<file path="config.mk">
export PLATFORM = sky130hd
export DESIGN_NAME = ppp_top
export DESIGN_NICKNAME = d
export VERILOG_FILES = /design/src/hdl/ppp_pkg.sv /design/src/hdl/ppp_hs_if.sv /design/src/hdl/ppp_edge.sv /design/src/hdl/ppp_hs_chan.sv /design/src/hdl/ppp_top.sv
export SDC_FILE = /design/constraint.sdc
export NUM_CORES = 1
export LEC_CHECK = 0
export BUFFER_PORTS_ARGS = -buffer_cell sky130_fd_sc_hd__buf_4
export CAP_MARGIN = 20
export CORE_MARGIN = 2
export CORE_UTILIZATION = 50
export CTS_BUF_LIST = sky130_fd_sc_hd__clkbuf_4
export CTS_CLUSTER_DIAMETER = 80
export CTS_CLUSTER_SIZE = 24
export DETAILED_ROUTE_END_ITERATION = 8
export GPL_TIMING_DRIVEN = 0
export HOLD_SLACK_MARGIN = 0.15
export PLACE_DENSITY_LB_ADDON = 0.3
export SLEW_MARGIN = 20
export SYNTH_ARGS = -nofsm -noshare
export SYNTH_HDL_FRONTEND = slang
export SYNTH_SLANG_ARGS = --single-unit
</file>
<file path="constraint.sdc">
create_clock -name clk_sys_i -period 1.7 [get_ports clk_sys_i]
set_clock_uncertainty 0.1 [all_clocks]
set_input_delay 0.17 -clock clk_sys_i [delete_from_list [all_inputs] [get_ports clk_sys_i]]
set_output_delay 0.17 -clock clk_sys_i [all_outputs]
set_load 0.005 [all_outputs]
</file>
<file path="src/hdl/ppp_pkg.sv">
// Constants, types and decode functions shared by the parallel port design.
`default_nettype none
package ppp_pkg;
    // Register offsets on the board; the device decodes only the two low bits.
    localparam logic [3:0] PORT_A_DATA_OFF = 4'h4;
    localparam logic [3:0] PORT_B_DATA_OFF = 4'h5;
    localparam logic [3:0] PORT_C_DATA_OFF = 4'h6;
    localparam logic [3:0] CONTROL_WORD_OFF = 4'h7;
    localparam logic [3:0] SECOND_PORT_A_DATA_OFF = 4'h8;
    localparam logic [3:0] SECOND_PORT_B_DATA_OFF = 4'h9;
    localparam logic [3:0] SECOND_PORT_C_DATA_OFF = 4'hA;
    localparam logic [3:0] SECOND_CONTROL_WORD_OFF = 4'hB;

    // Local selects as seen on the two address pins.
    localparam logic [1:0] SEL_PA = 2'h0;
    localparam logic [1:0] SEL_PB = 2'h1;
    localparam logic [1:0] SEL_PC = 2'h2;
    localparam logic [1:0] SEL_CW = 2'h3;

    // Control word fields.
    localparam int CW_MODESET = 7;
    localparam int CW_GA_MODE_HI = 6;
    localparam int CW_GA_MODE_LO = 5;
    localparam int CW_PA_IN = 4;
    localparam int CW_PCU_IN = 3;
    localparam int CW_GB_MODE = 2;
    localparam int CW_PB_IN = 1;
    localparam int CW_PCL_IN = 0;
    localparam int BSR_SEL_HI = 3;
    localparam int BSR_SEL_LO = 1;
    localparam int BSR_VAL = 0;

    // Mode 0 with every port as input.
    localparam logic [7:0] CTRL_RESET = 8'h9B;
    localparam logic [7:0] LATCH_RESET = 8'h00;
    localparam logic [7:0] CW_READ_VALUE = 8'h00;

    // Port C handshake positions.
    localparam int PC_INTERRUPT_REQUEST_B = 0;
    localparam int PC_BUF_B = 1;
    localparam int PC_STB_B = 2;
    localparam int PC_INTERRUPT_REQUEST_A = 3;
    localparam int PC_STB_A = 4;
    localparam int PC_IBF_A = 5;
    localparam int PC_ACK_A = 6;
    localparam int PC_OBF_A = 7;

    typedef enum logic [1:0] {
        PPP_MODE0 = 2'b00,
        PPP_MODE1 = 2'b01,
        PPP_MODE2 = 2'b10
    } ppp_mode_t;

    // Group A mode: the upper field bit selects mode 2 whatever the lower bit says.
    function automatic ppp_mode_t ga_mode(input logic [7:0] cw);
        if (cw[CW_GA_MODE_HI]) begin
            return PPP_MODE2;
        end
        return cw[CW_GA_MODE_LO] ? PPP_MODE1 : PPP_MODE0;
    endfunction

    // Group B can only ever run in mode 0 or mode 1.
    function automatic ppp_mode_t gb_mode(input logic [7:0] cw);
        return cw[CW_GB_MODE] ? PPP_MODE1 : PPP_MODE0;
    endfunction
endpackage
`default_nettype wire

</file>
<file path="src/hdl/ppp_hs_if.sv">
// Handshake channel signals between the port controller and one strobed channel.
`default_nettype none
interface ppp_hs_if;
    logic clr;
    logic in_en;
    logic out_en;
    logic inte_in;
    logic inte_out;
    logic stb_fall;
    logic ack_fall;
    logic rd_evt;
    logic wr_evt;
    logic [7:0] pin_d;
    logic [7:0] in_data;
    logic input_buffer_full;
    logic output_buffer_full;
    logic interrupt_request;
    modport ctrl (output clr, in_en, out_en, inte_in, inte_out, stb_fall, ack_fall,
                  rd_evt, wr_evt, pin_d, input in_data, input_buffer_full, output_buffer_full, interrupt_request);
    modport chan (input clr, in_en, out_en, inte_in, inte_out, stb_fall, ack_fall,
                  rd_evt, wr_evt, pin_d, output in_data, input_buffer_full, output_buffer_full, interrupt_request);
endinterface
`default_nettype wire

</file>
<file path="src/hdl/ppp_edge.sv">
// Registered edge detector for a group of sampled levels.
`default_nettype none
module ppp_edge #(
    parameter int W = 1,
    parameter logic [W-1:0] IDLE = '0
) (
    input wire logic clk_sys_i,
    input wire logic rst_n_i,
    input wire logic [W-1:0] lvl_i,
    output logic [W-1:0] rise_o,
    output logic [W-1:0] fall_o
);
    logic [W-1:0] prev_r;

    // The idle level at reset keeps a line that starts inactive from faking an edge.
    always_ff @(posedge clk_sys_i or negedge rst_n_i) begin
        if (!rst_n_i) begin
            prev_r <= IDLE;
        end else begin
            prev_r <= lvl_i;
        end
    end

    // Edges are one-cycle pulses in the cycle the new level is first seen.
    assign rise_o = lvl_i & ~prev_r;
    assign fall_o = ~lvl_i & prev_r;
endmodule
`default_nettype wire

</file>
<file path="src/hdl/ppp_hs_chan.sv">
// One strobed channel: input latch with buffer-full flag and output buffer flag.
`default_nettype none
module ppp_hs_chan (
    input wire logic clk_sys_i,
    input wire logic rst_n_i,
    ppp_hs_if.chan hs
);
    logic [7:0] in_data_r;
    logic ibf_r;
    logic obf_r;
    logic interrupt_request_in_r;
    logic interrupt_request_out_r;
    logic take;

    assign take = hs.in_en & hs.stb_fall;

    // Input data is captured on the strobe's falling edge only.
    always_ff @(posedge clk_sys_i or negedge rst_n_i) begin
        if (!rst_n_i) begin
            in_data_r <= ppp_pkg::LATCH_RESET;
        end else if (hs.clr) begin
            in_data_r <= ppp_pkg::LATCH_RESET;
        end else if (take) begin
            in_data_r <= hs.pin_d;
        end
    end

    // Buffer full and its request; a strobe in the read-end cycle still wins.
    always_ff @(posedge clk_sys_i or negedge rst_n_i) begin
        if (!rst_n_i) begin
            ibf_r <= 1'b0;
            interrupt_request_in_r <= 1'b0;
        end else if (hs.clr) begin
            ibf_r <= 1'b0;
            interrupt_request_in_r <= 1'b0;
        end else if (take) begin
            ibf_r <= 1'b1;
            interrupt_request_in_r <= 1'b1;
        end else if (hs.rd_evt) begin
            ibf_r <= 1'b0;
            interrupt_request_in_r <= 1'b0;
        end
    end

    // Output buffer flag; a write in the acknowledge cycle leaves the buffer full.
    always_ff @(posedge clk_sys_i or negedge rst_n_i) begin
        if (!rst_n_i) begin
            obf_r <= 1'b0;
        end else if (hs.clr) begin
            obf_r <= 1'b0;
        end else if (hs.out_en & hs.wr_evt) begin
            obf_r <= 1'b1;
        end else if (hs.out_en & hs.ack_fall) begin
            obf_r <= 1'b0;
        end
    end

    // Output side request: set by the acknowledge, dropped by the next write.
    always_ff @(posedge clk_sys_i or negedge rst_n_i) begin
        if (!rst_n_i) begin
            interrupt_request_out_r <= 1'b0;
        end else if (hs.clr) begin
            interrupt_request_out_r <= 1'b0;
        end else if (hs.out_en & hs.ack_fall) begin
            interrupt_request_out_r <= 1'b1;
        end else if (hs.wr_evt) begin
            interrupt_request_out_r <= 1'b0;
        end
    end

    assign hs.in_data = in_data_r;
    assign hs.input_buffer_full = ibf_r;
    assign hs.output_buffer_full = obf_r;
    // Enables are read live, so software can mask a pending request without losing it.
    assign hs.interrupt_request = (hs.in_en & hs.inte_in & interrupt_request_in_r) |
                     (hs.out_en & hs.inte_out & interrupt_request_out_r);
endmodule
`default_nettype wire

</file>
<file path="src/hdl/ppp_top.sv">
// Programmable parallel port: three 8-bit ports with mode 0, 1 and 2 operation.
`default_nettype none
module ppp_top (
    input wire logic clk_sys_i,
    input wire logic rst_n_i,
    input wire logic cs_n_i,
    input wire logic rd_n_i,
    input wire logic wr_n_i,
    input wire logic [1:0] addr_i,
    input wire logic [7:0] data_i,
    output logic [7:0] data_o,
    output logic data_oe_o,
    input wire logic [7:0] pa_i,
    output logic [7:0] pa_o,
    output logic [7:0] pa_oe_o,
    input wire logic [7:0] pb_i,
    output logic [7:0] pb_o,
    output logic [7:0] pb_oe_o,
    input wire logic [7:0] pc_i,
    output logic [7:0] pc_o,
    output logic [7:0] pc_oe_o
);
    logic [7:0] ctrl_r;
    logic [7:0] pa_latch_r;
    logic [7:0] pb_latch_r;
    logic [7:0] pc_latch_r;
    logic [7:0] rdata_r;
    logic [1:0] addr_r;
    ppp_pkg::ppp_mode_t mode_a;
    ppp_pkg::ppp_mode_t mode_b;
    logic pa_in;
    logic pb_in;
    logic wr_act;
    logic rd_act;
    logic [4:0] rise;
    logic [4:0] fall;
    logic wr_evt;
    logic rd_end;
    logic wr_pa;
    logic wr_pb;
    logic wr_pc;
    logic mode_set;
    logic bit_set;
    logic [7:0] hs_out;
    logic [7:0] hs_in;
    logic [7:0] hs_val;
    logic [7:0] io_mask;
    logic [7:0] io_dir_out;
    logic [7:0] pa_rd;
    logic [7:0] pb_rd;
    logic [7:0] pc_rd;
    logic [7:0] rd_mux;

    // One handshake channel per strobed port. Channel B has no mode 2, so its
    // bidirectional paths are simply never enabled by the decode below.
    ppp_hs_if hs_a ();
    ppp_hs_if hs_b ();

    // Mode and direction decode from the stored mode word. The decode is
    // combinational from one register, so a new mode word takes effect on
    // the pins in the cycle after the write that carries it.
    assign mode_a = ppp_pkg::ga_mode(ctrl_r);
    assign mode_b = ppp_pkg::gb_mode(ctrl_r);
    assign pa_in = ctrl_r[ppp_pkg::CW_PA_IN];
    assign pb_in = ctrl_r[ppp_pkg::CW_PB_IN];
    assign io_dir_out = {{4{~ctrl_r[ppp_pkg::CW_PCU_IN]}},
                         {4{~ctrl_r[ppp_pkg::CW_PCL_IN]}}};

    // Bus cycle qualifiers; a high chip select hides both strobes.
    // The bus pins are taken as synchronous, so no synchroniser sits here;
    // a master on another clock must resynchronise them first.
    assign wr_act = ~cs_n_i & ~wr_n_i;
    assign rd_act = ~cs_n_i & ~rd_n_i;

    // Edges of the bus strobes and the three peripheral handshake inputs.
    // The idle value has the peripheral lines high and the bus strobes
    // inactive, so the first cycle after reset shows no edge at all.
    ppp_edge #(
        .W(5),
        .IDLE(5'h1C)
    ) u_edge (
        .clk_sys_i(clk_sys_i),
        .rst_n_i(rst_n_i),
        .lvl_i({pc_i[ppp_pkg::PC_ACK_A], pc_i[ppp_pkg::PC_STB_A],
                pc_i[ppp_pkg::PC_STB_B], rd_act, wr_act}),
        .rise_o(rise),
        .fall_o(fall)
    );

    // Writes act in the first cycle of the strobe, so data must be valid then.
    // Holding the strobe low for many cycles still counts as one write.
    assign wr_evt = rise[0];
    // Read side effects wait for the end of the read, so the data is seen first.
    // A read therefore clears its flag only after the byte has been taken.
    assign rd_end = fall[1];
    assign wr_pa = wr_evt & (addr_i == ppp_pkg::SEL_PA);
    assign wr_pb = wr_evt & (addr_i == ppp_pkg::SEL_PB);
    assign wr_pc = wr_evt & (addr_i == ppp_pkg::SEL_PC);
    assign mode_set = wr_evt & (addr_i == ppp_pkg::SEL_CW) &
                      data_i[ppp_pkg::CW_MODESET];
    assign bit_set = wr_evt & (addr_i == ppp_pkg::SEL_CW) &
                     ~data_i[ppp_pkg::CW_MODESET];

    // Address of the read in progress, held for its end-of-read effects.
    // The read mux itself uses the live address, so only side effects need it.
    always_ff @(posedge clk_sys_i or negedge rst_n_i) begin
        if (!rst_n_i) begin
            addr_r <= ppp_pkg::SEL_PA;
        end else if (rd_act) begin
            addr_r <= addr_i;
        end
    end

    // Mode word; reset selects mode 0 with every port as input.
    // Bit set/reset words never reach this register; they only touch port C.
    always_ff @(posedge clk_sys_i or negedge rst_n_i) begin
        if (!rst_n_i) begin
            ctrl_r <= ppp_pkg::CTRL_RESET;
        end else if (mode_set) begin
            ctrl_r <= data_i;
        end
    end

    // Port A and B output latches hold until the next write or mode change.
    // Clearing on a mode change keeps stale data off pins that turn into outputs.
    always_ff @(posedge clk_sys_i or negedge rst_n_i) begin
        if (!rst_n_i) begin
            pa_latch_r <= ppp_pkg::LATCH_RESET;
        end else if (mode_set) begin
            pa_latch_r <= ppp_pkg::LATCH_RESET;
        end else if (wr_pa) begin
            pa_latch_r <= data_i;
        end
    end

    // Port B latch follows the same rules as port A.
    always_ff @(posedge clk_sys_i or negedge rst_n_i) begin
        if (!rst_n_i) begin
            pb_latch_r <= ppp_pkg::LATCH_RESET;
        end else if (mode_set) begin
            pb_latch_r <= ppp_pkg::LATCH_RESET;
        end else if (wr_pb) begin
            pb_latch_r <= data_i;
        end
    end

    // Port C latch; handshake input positions hold the request enables, so a
    // plain data write only reaches the lines left as ordinary I/O.
    // Bit set/reset reaches every line, handshake positions included.
    always_ff @(posedge clk_sys_i or negedge rst_n_i) begin
        if (!rst_n_i) begin
            pc_latch_r <= ppp_pkg::LATCH_RESET;
        end else if (mode_set) begin
            pc_latch_r <= ppp_pkg::LATCH_RESET;
        end else if (bit_set) begin
            pc_latch_r[data_i[ppp_pkg::BSR_SEL_HI:ppp_pkg::BSR_SEL_LO]] <=
                data_i[ppp_pkg::BSR_VAL];
        end else if (wr_pc) begin
            pc_latch_r <= (pc_latch_r & ~io_mask) | (data_i & io_mask);
        end
    end

    // Channel A serves mode 1 in either direction and both directions in mode 2.
    // Its request enables live in the port C latch at the strobe and ack positions.
    assign hs_a.clr = mode_set;
    assign hs_a.in_en = (mode_a == ppp_pkg::PPP_MODE2) |
                        ((mode_a == ppp_pkg::PPP_MODE1) & pa_in);
    assign hs_a.out_en = (mode_a == ppp_pkg::PPP_MODE2) |
                         ((mode_a == ppp_pkg::PPP_MODE1) & ~pa_in);
    assign hs_a.inte_in = pc_latch_r[ppp_pkg::PC_STB_A];
    assign hs_a.inte_out = pc_latch_r[ppp_pkg::PC_ACK_A];
    assign hs_a.stb_fall = fall[3];
    assign hs_a.ack_fall = fall[4];
    assign hs_a.rd_evt = rd_end & (addr_r == ppp_pkg::SEL_PA);
    assign hs_a.wr_evt = wr_pa;
    assign hs_a.pin_d = pa_i;

    // Channel B shares one handshake input for strobe or acknowledge.
    // Input and output never run together here, so sharing the line is safe.
    assign hs_b.clr = mode_set;
    assign hs_b.in_en = (mode_b == ppp_pkg::PPP_MODE1) & pb_in;
    assign hs_b.out_en = (mode_b == ppp_pkg::PPP_MODE1) & ~pb_in;
    assign hs_b.inte_in = pc_latch_r[ppp_pkg::PC_STB_B];
    assign hs_b.inte_out = pc_latch_r[ppp_pkg::PC_STB_B];
    assign hs_b.stb_fall = fall[2];
    assign hs_b.ack_fall = fall[2];
    assign hs_b.rd_evt = rd_end & (addr_r == ppp_pkg::SEL_PB);
    assign hs_b.wr_evt = wr_pb;
    assign hs_b.pin_d = pb_i;

    // The channels keep the flags; this module only routes their pins.
    ppp_hs_chan u_chan_a (
        .clk_sys_i(clk_sys_i),
        .rst_n_i(rst_n_i),
        .hs(hs_a.chan)
    );

    ppp_hs_chan u_chan_b (
        .clk_sys_i(clk_sys_i),
        .rst_n_i(rst_n_i),
        .hs(hs_b.chan)
    );

    // Port C line roles: handshake outputs, handshake inputs, or plain I/O.
    // The two channels claim disjoint lines, so no branch undoes another.
    always_comb begin
        hs_out = 8'h00;
        hs_in = 8'h00;
        hs_val = 8'h00;
        if (hs_a.in_en | hs_a.out_en) begin
            hs_out[ppp_pkg::PC_INTERRUPT_REQUEST_A] = 1'b1;
            hs_val[ppp_pkg::PC_INTERRUPT_REQUEST_A] = hs_a.interrupt_request;
        end
        if (hs_a.in_en) begin
            hs_out[ppp_pkg::PC_IBF_A] = 1'b1;
            hs_val[ppp_pkg::PC_IBF_A] = hs_a.input_buffer_full;
            hs_in[ppp_pkg::PC_STB_A] = 1'b1;
        end
        // The output-full pin is active low, hence the inversion.
        if (hs_a.out_en) begin
            hs_out[ppp_pkg::PC_OBF_A] = 1'b1;
            hs_val[ppp_pkg::PC_OBF_A] = ~hs_a.output_buffer_full;
            hs_in[ppp_pkg::PC_ACK_A] = 1'b1;
        end
        // Port B uses one line for buffer full in either direction.
        if (hs_b.in_en | hs_b.out_en) begin
            hs_out[ppp_pkg::PC_INTERRUPT_REQUEST_B] = 1'b1;
            hs_val[ppp_pkg::PC_INTERRUPT_REQUEST_B] = hs_b.interrupt_request;
            hs_out[ppp_pkg::PC_BUF_B] = 1'b1;
            hs_val[ppp_pkg::PC_BUF_B] = hs_b.in_en ? hs_b.input_buffer_full : ~hs_b.output_buffer_full;
            hs_in[ppp_pkg::PC_STB_B] = 1'b1;
        end
    end

    // Plain I/O lines are whatever no handshake role has claimed.
    assign io_mask = ~(hs_out | hs_in);

    // Pin drive; mode 2 turns port A round only while the acknowledge is low.
    // The output latch stays loaded while the pins float, so no byte is lost.
    assign pa_o = pa_latch_r;
    assign pa_oe_o = (mode_a == ppp_pkg::PPP_MODE2) ? {8{~pc_i[ppp_pkg::PC_ACK_A]}} :
                     {8{~pa_in}};
    assign pb_o = pb_latch_r;
    assign pb_oe_o = {8{~pb_in}};
    assign pc_o = (hs_out & hs_val) | (~hs_out & pc_latch_r);
    assign pc_oe_o = hs_out | (io_mask & io_dir_out);

    // Read values: mode 0 inputs pass straight through, strobed inputs use the latch.
    // Port C reads mix status, request enables and plain lines bit by bit.
    assign pa_rd = hs_a.in_en ? hs_a.in_data : (pa_in ? pa_i : pa_latch_r);
    assign pb_rd = hs_b.in_en ? hs_b.in_data : (pb_in ? pb_i : pb_latch_r);
    assign pc_rd = (hs_out & hs_val) | (hs_in & pc_latch_r) |
                   (io_mask & ((io_dir_out & pc_latch_r) | (~io_dir_out & pc_i)));

    // Read source by address; the control word reads back as zero.
    always_comb begin
        case (addr_i)
            ppp_pkg::SEL_PA: rd_mux = pa_rd;
            ppp_pkg::SEL_PB: rd_mux = pb_rd;
            ppp_pkg::SEL_PC: rd_mux = pc_rd;
            default: rd_mux = ppp_pkg::CW_READ_VALUE;
        endcase
    end

    // Read data is registered, so it is valid from the second cycle of a read.
    // The register also keeps the last byte on data_o once the read ends.
    always_ff @(posedge clk_sys_i or negedge rst_n_i) begin
        if (!rst_n_i) begin
            rdata_r <= ppp_pkg::LATCH_RESET;
        end else if (rd_act) begin
            rdata_r <= rd_mux;
        end
    end

    // Data out comes straight from the read register.
    assign data_o = rdata_r;
    // The control word cannot be read, so the bus is left undriven there.
    assign data_oe_o = rd_act & (addr_i != ppp_pkg::SEL_CW);
endmodule
`default_nettype wire

</file>
# Word level (Yosys, flattened, before mapping)
# Index checks and enable logic that the tools add are counted.
# word_totals
register_bits	68
latch_bits	0
ramBits	0
romBits	0
inputBits	39
output_inout_bits	57
elab_cells	162
n_memories	0
# op_classes
addsub	0
multipliers	0
n_div	0
order_cmp	2
eq_ne	8
n_shift	0
mux	53
bitwise	70
n_reduce_logical	14
# op_table
op	count
8-bit 2-to-1 mux	16
8-bit AND	8
8-bit bitwise OR	6
8-bit inverter	4
1-bit AND	30
1-bit 2-to-1 mux	30
8-bit one-hot mux with 3 select lines	1
3-bit nonzero test	7
1-bit inverter	12
7-bit by 8-bit AND with 8-bit output	1
8-bit bitwise mux	1
2-bit 2-to-1 mux	4
8-bit by 7-bit bitwise OR with 8-bit output	1
2-bit nonzero test	4
2-bit by 1-bit == test with 1-bit output (second input constant)	3
2-bit == test (second input constant)	3
1-bit bitwise OR	6
5-bit AND	1
5-bit inverter	1
2-bit logical NOT	2
3-bit by 4-bit < comparator with 1-bit output (second input constant)	1
1-bit demux with 3-bit select	1
3-bit by 1-bit >= comparator with 1-bit output (second input constant)	1
2-bit != test (second input constant)	1
2 further kinds	2

# Longest topological paths before layout
# depth
ltp_word	15
depth_mapped	6
mapped_depth_nobuf	5

# Hierarchy
# A second synthesis with hierarchy kept.
# unflattened
cells_unflattened	492
hier_area_um2	4296.6
# by_module_without_submodules
module	n_inst	cells_per_inst	area_each_um2	seq_area_each_um2
ppp_top	1	373	2986.6	1031.0
ppp_hs_chan	2	52	546.8	275.3
ppp_edge	1	15	216.5	128.9

# Worst setup path before layout
# OpenSTA, ideal clock, no wires.
# synth_path
path_type	register to register
from	register ctrl_r[4]
to	register rdata_r[2], in the netlist data_o[2]
setup_ns	0.127
arrival_ns	1.576
required_time_ns	1.473
slack_ns	-0.103
stages_incl_launch_ff	7
n_path_buf	2
synth_period_minus_slack_ns	1.803
path_cell_list	dfstp_2 -> buf_2 -> buf_2 -> mux2_1 -> mux2_2 -> mux2i_1 -> o21ai_1
# synth_via
elab_chain_cells	4
word_cells_on_any_way	5
classes_between	3 x mux; 2 x bitwise
# synth_lines
item	line_no	source
start, declared	ppp_top.sv:23	logic [7:0] ctrl_r;
start signal, assigned	ppp_top.sv:118	ctrl_r <= ppp_pkg::CTRL_RESET;
start signal, assigned	ppp_top.sv:120	ctrl_r <= data_i;
1-bit AND	ppp_top.sv:167	((mode_a == ppp_pkg::PPP_MODE1) & pa_in);
1-bit bitwise OR	ppp_top.sv:166	assign hs_a.in_en = (mode_a == ppp_pkg::PPP_MODE2) |
8-bit 2-to-1 mux (*)	ppp_top.sv:250	assign pa_rd = hs_a.in_en ? hs_a.in_data : (pa_in ? pa_i : pa_latch_r);
8-bit one-hot mux with 3 select lines (*)	ppp_top.sv:257	case (addr_i)
end signal, assigned	ppp_top.sv:269	rdata_r <= ppp_pkg::LATCH_RESET;
end signal, assigned	ppp_top.sv:271	rdata_r <= rd_mux;
end, declared	ppp_top.sv:27	logic [7:0] rdata_r;
# Every way passes the cells marked *; elsewhere a longest branch is shown, timed or not.
# A chain may end at the register's enable or synchronous reset.

# Worst setup path in the final report
# Same ends and word-level chain as after synthesis.

==> flow_metrics.tcl <==
set metrics [dict create \
    status "complete, but fails checks" \
    violations "DRC, setup timing" \
    fp.dieW_um 93.6 \
    initial_core_util_pct 51.7 \
    drt_iter0_markers 638 \
    combPwrFrac_pct 49.7 \
    worst-path-stages 7 \
    n_fill_cell 409 \
    ant_nets 0 \
    cts_root_buffer "clkbuf_4" \
    netlist_area_um2 4010 \
    via_per_inst 6.55 \
    rr_worst_depth 7 \
    rrSetupSlack_ns -0.46 \
    internal_power_uw 4740 \
    vias 4778 \
    grt_pass1_wl_um 22400 \
    ys_seq_elements 68 \
    synth_warnings 0 \
    antennaDiodeCount 0 \
    tightest_slew_ns 0.891 \
    fmax_mhz 463 \
    drive_gt1_share_pct 43.7 \
    antenna_found_initial 0 \
    maxCapViolCount 0 \
    path_class "flip-flop to flip-flop" \
    numCtsBuffers 9 \
    finalNonFillerCells 729 \
    required_ns 1.91 \
    power_frac_clock_pct 17.3 \
    crit_buf_inv 3 \
    setup_slack_ns -0.461 \
    cts_tree "yes" \
    ir_drop_mv 1.00 \
    syn_inst 438 \
    drv_slew 0 \
    final-setup-viol-count 60 \
    hold_viol 0 \
    p_sw_uw 2890 \
    area_growth_pct 58.7 \
    max_stage_delay_ns 0.65 \
    syn_nets 477 \
    synth_edf_count 0 \
    rsz0062_at_grt "true" \
    final_core_util_pct 82.0 \
    tns_ns -11.88 \
    cts_sinks 68 \
    seq_area_frac_synth_pct 42.6 \
    maxSlewHeadroom_pct 40.6 \
    arrival_ns 2.37 \
    clock_latency_ns 0.46 \
    leakage_uw 0.00293 \
    die_area_um2 8760 \
    finalCriticalPeriod_ns 2.16 \
    cp_cell_sequence "buf_6, buf_8, buf_6, mux2_4, mux2_4, mux2i_1, o21ai_1" \
    drtPass1Iterations 9 \
    worstSetupStartpointType "flip-flop" \
    power.density_nw_per_um2 1200 \
    power_frac_seq_pct 33.0 \
    synth_fa_ha_area_share_pct 0 \
    htreeDepth 3 \
    path_delay_family "multiplexers" \
    switching_share_pct 37.9 \
    timing.final.crit_share_pct 127 \
    critical-path-slowest-cell "dfstp_2" \
    grt_overflow_total 0 \
    muxShareOfSynthArea_pct 11.6 \
    finalWirelength_um 17500 \
    dp_cells 633 \
    synth_top_family_by_area "simple AND/OR/NAND/NOR gates" \
    synth-async-reset-ratio_pct 100 \
    pin_count 96 \
    hold_class "input port to flip-flop" \
    dp_hpwl_um 8600 \
    synthDistinctLibCells 58 \
    synth_compound_area_share_pct 18.3 \
    crit_fanout 4 \
    clk_path_buf_depth 2 \
    avgSynthCellArea_um2 9.16 \
    clkTransAtPathRegs_ns 0.13 \
    core_area_um2 7770 \
    grt_pass1_vias 4340 \
    end_kind "flip-flop" \
    place_congestion 0.911 \
    synth_xor_xnor_area_share_pct 0 \
    synth_simple_gate_area_share_pct 19.1 \
    wl_per_cell_um 24.0 \
    rows 32 \
    chipHeight_um 93.6 \
    place_ws_ns -0.319 \
    worstHoldPathCells 4 \
    grt_use_total_pct 33.8 \
    num-nets-final 661 \
    drc 15 \
    grt_start_max_net_pins 69 \
    synth_flop_cell "dfrtp_1" \
    numPortBuffers 93 \
]
-- registers in the layout (all words and copies together), names as in the netlist --
register                          cells
u_chan_a.hs.in_data                   8
u_chan_a.interrupt_request_out_r      1
u_chan_a.interrupt_request_in_r       1
ctrl_r                                7
u_edge.prev_r                         5
pc_latch_r                            8
u_chan_b.hs.in_data                   8
data_o                                8
u_chan_b.hs.output_buffer_full        1
u_chan_a.hs.output_buffer_full        1
pb_o                                  8
u_chan_b.interrupt_request_out_r      1
u_chan_b.hs.input_buffer_full         1
addr_r                                2
pa_o                                  8
-- worst reg2reg max path: cells and delay by family, from the launching register on --
family	cells	cell delay (ns)
mux	3	0.79
buf+inv	3	0.35
flops	1	0.65
compound gates	1	0.14
-- metrics by stage --
step	total power (µW)	hold WS [ns]	area, µm²
finish	7630	0.0405	6370
global route	7880	0.0629	6370
CTS	6670	0.0526	5860
detailed placement	4840	0.198	4850
global placement	4750	0.197	4850
floorplan	3760	-0.226	4020
-- synth_stat cells (4+ instances only) --
cell / instances / area (µm²)
nor2b_1: 4 / 25.0
o21ai_1: 9 / 45.0
o221ai_1: 6 / 52.6
dfrtp_1: 61 / 1530
nand3b_1: 4 / 30.0
buf_2: 15 / 75.1
a22oi_1: 6 / 45.0
a21oi_1: 32 / 160
mux2_1: 8 / 90.1
mux2_2: 4 / 45.0
inv_1: 7 / 26.3
o21ai_0: 13 / 65.1
nor3b_1: 5 / 37.5
mux2i_1: 33 / 330
nor2_1: 34 / 128
nand3_1: 8 / 40.0
nand2_1: 72 / 270
buf_4: 22 / 165
nand2b_1: 8 / 50.1
o22a_1: 5 / 43.8
clkbuf_1: 9 / 33.8
o211ai_1: 11 / 82.6
dfstp_2: 7 / 184
-- metal layers --
metal  vias to the layer above  GRT usage (%)  part of all wire (%)
met1                      2243           42.5                    35
met4                         0           19.1                   8.2
met5                         -              0                     0
met2                       471           53.5                    45
li1                       1909              -                     -
met3                       155           7.90                    12
-- final timing paths --
kind,from,endpoint
worst max register to register,ctrl_r[4],data_o[2]
min in group asynchronous,rst_n_i,u_chan_a.hs.output_buffer_full
worst min-delay path,cs_n_i,pc_latch_r[0]
worst min register to register,u_chan_b.hs.in_data[0],u_chan_b.hs.in_data[0]
max in group asynchronous,rst_n_i,ctrl_r[5]
worst max-delay path,ctrl_r[4],data_o[2]
-- cell type report --
class,instances,area [µm²],share of cell area (%)
inverters,8,33.8,0.530
clock buffers,10,75.1,1.18
clock inverters,6,90.1,1.41
repair buffers,179,1610,25.3
flip-flops and latches,68,1710,26.9
plain buffers,45,442,6.94
well taps,102,128,2.00
multi-input cells,311,2280,35.8
-- cell families (layout without fill, tap and decap cells) --
kind of cell    count (synthesis)  count (layout)
flops                          68              68
mux                            45              45
buf+inv                        59             248
simple gates                  157             157
compound gates                109             109
-- placed cells by master (no fill, tap or decap), drive strengths merged, types with 12 or more instances in the layout --
cell type,synthesis,routed
nand2,72,72
dlygate4sd3,0,36
a21oi,33,33
mux2,12,12
dfrtp,61,61
o211ai,13,13
clkbuf,9,18
buf,42,180
nor2,37,37
o21ai,22,22
mux2i,33,33
-- power by group through the flow --
stage / clock network, µW / registers [µW] / logic (µW)
after floorplan: 0 / 2310 / 1450
after global placement: 0 / 2370 / 2380
after detailed placement: 0 / 2390 / 2450
after CTS: 1260 / 2430 / 2980
after global routing: 1380 / 2540 / 3960
final: 1320 / 2520 / 3790
-- what timing repair did --
action,CTS,global route
hold endpoints to repair,112,6
setup buffers,30,19
endpoints found under the setup margin,74,82
cloned,1,2
pin swaps,20,12
gates resized for setup,65,99
hold buffers,34,2
(Power assumes the default switching activity.)
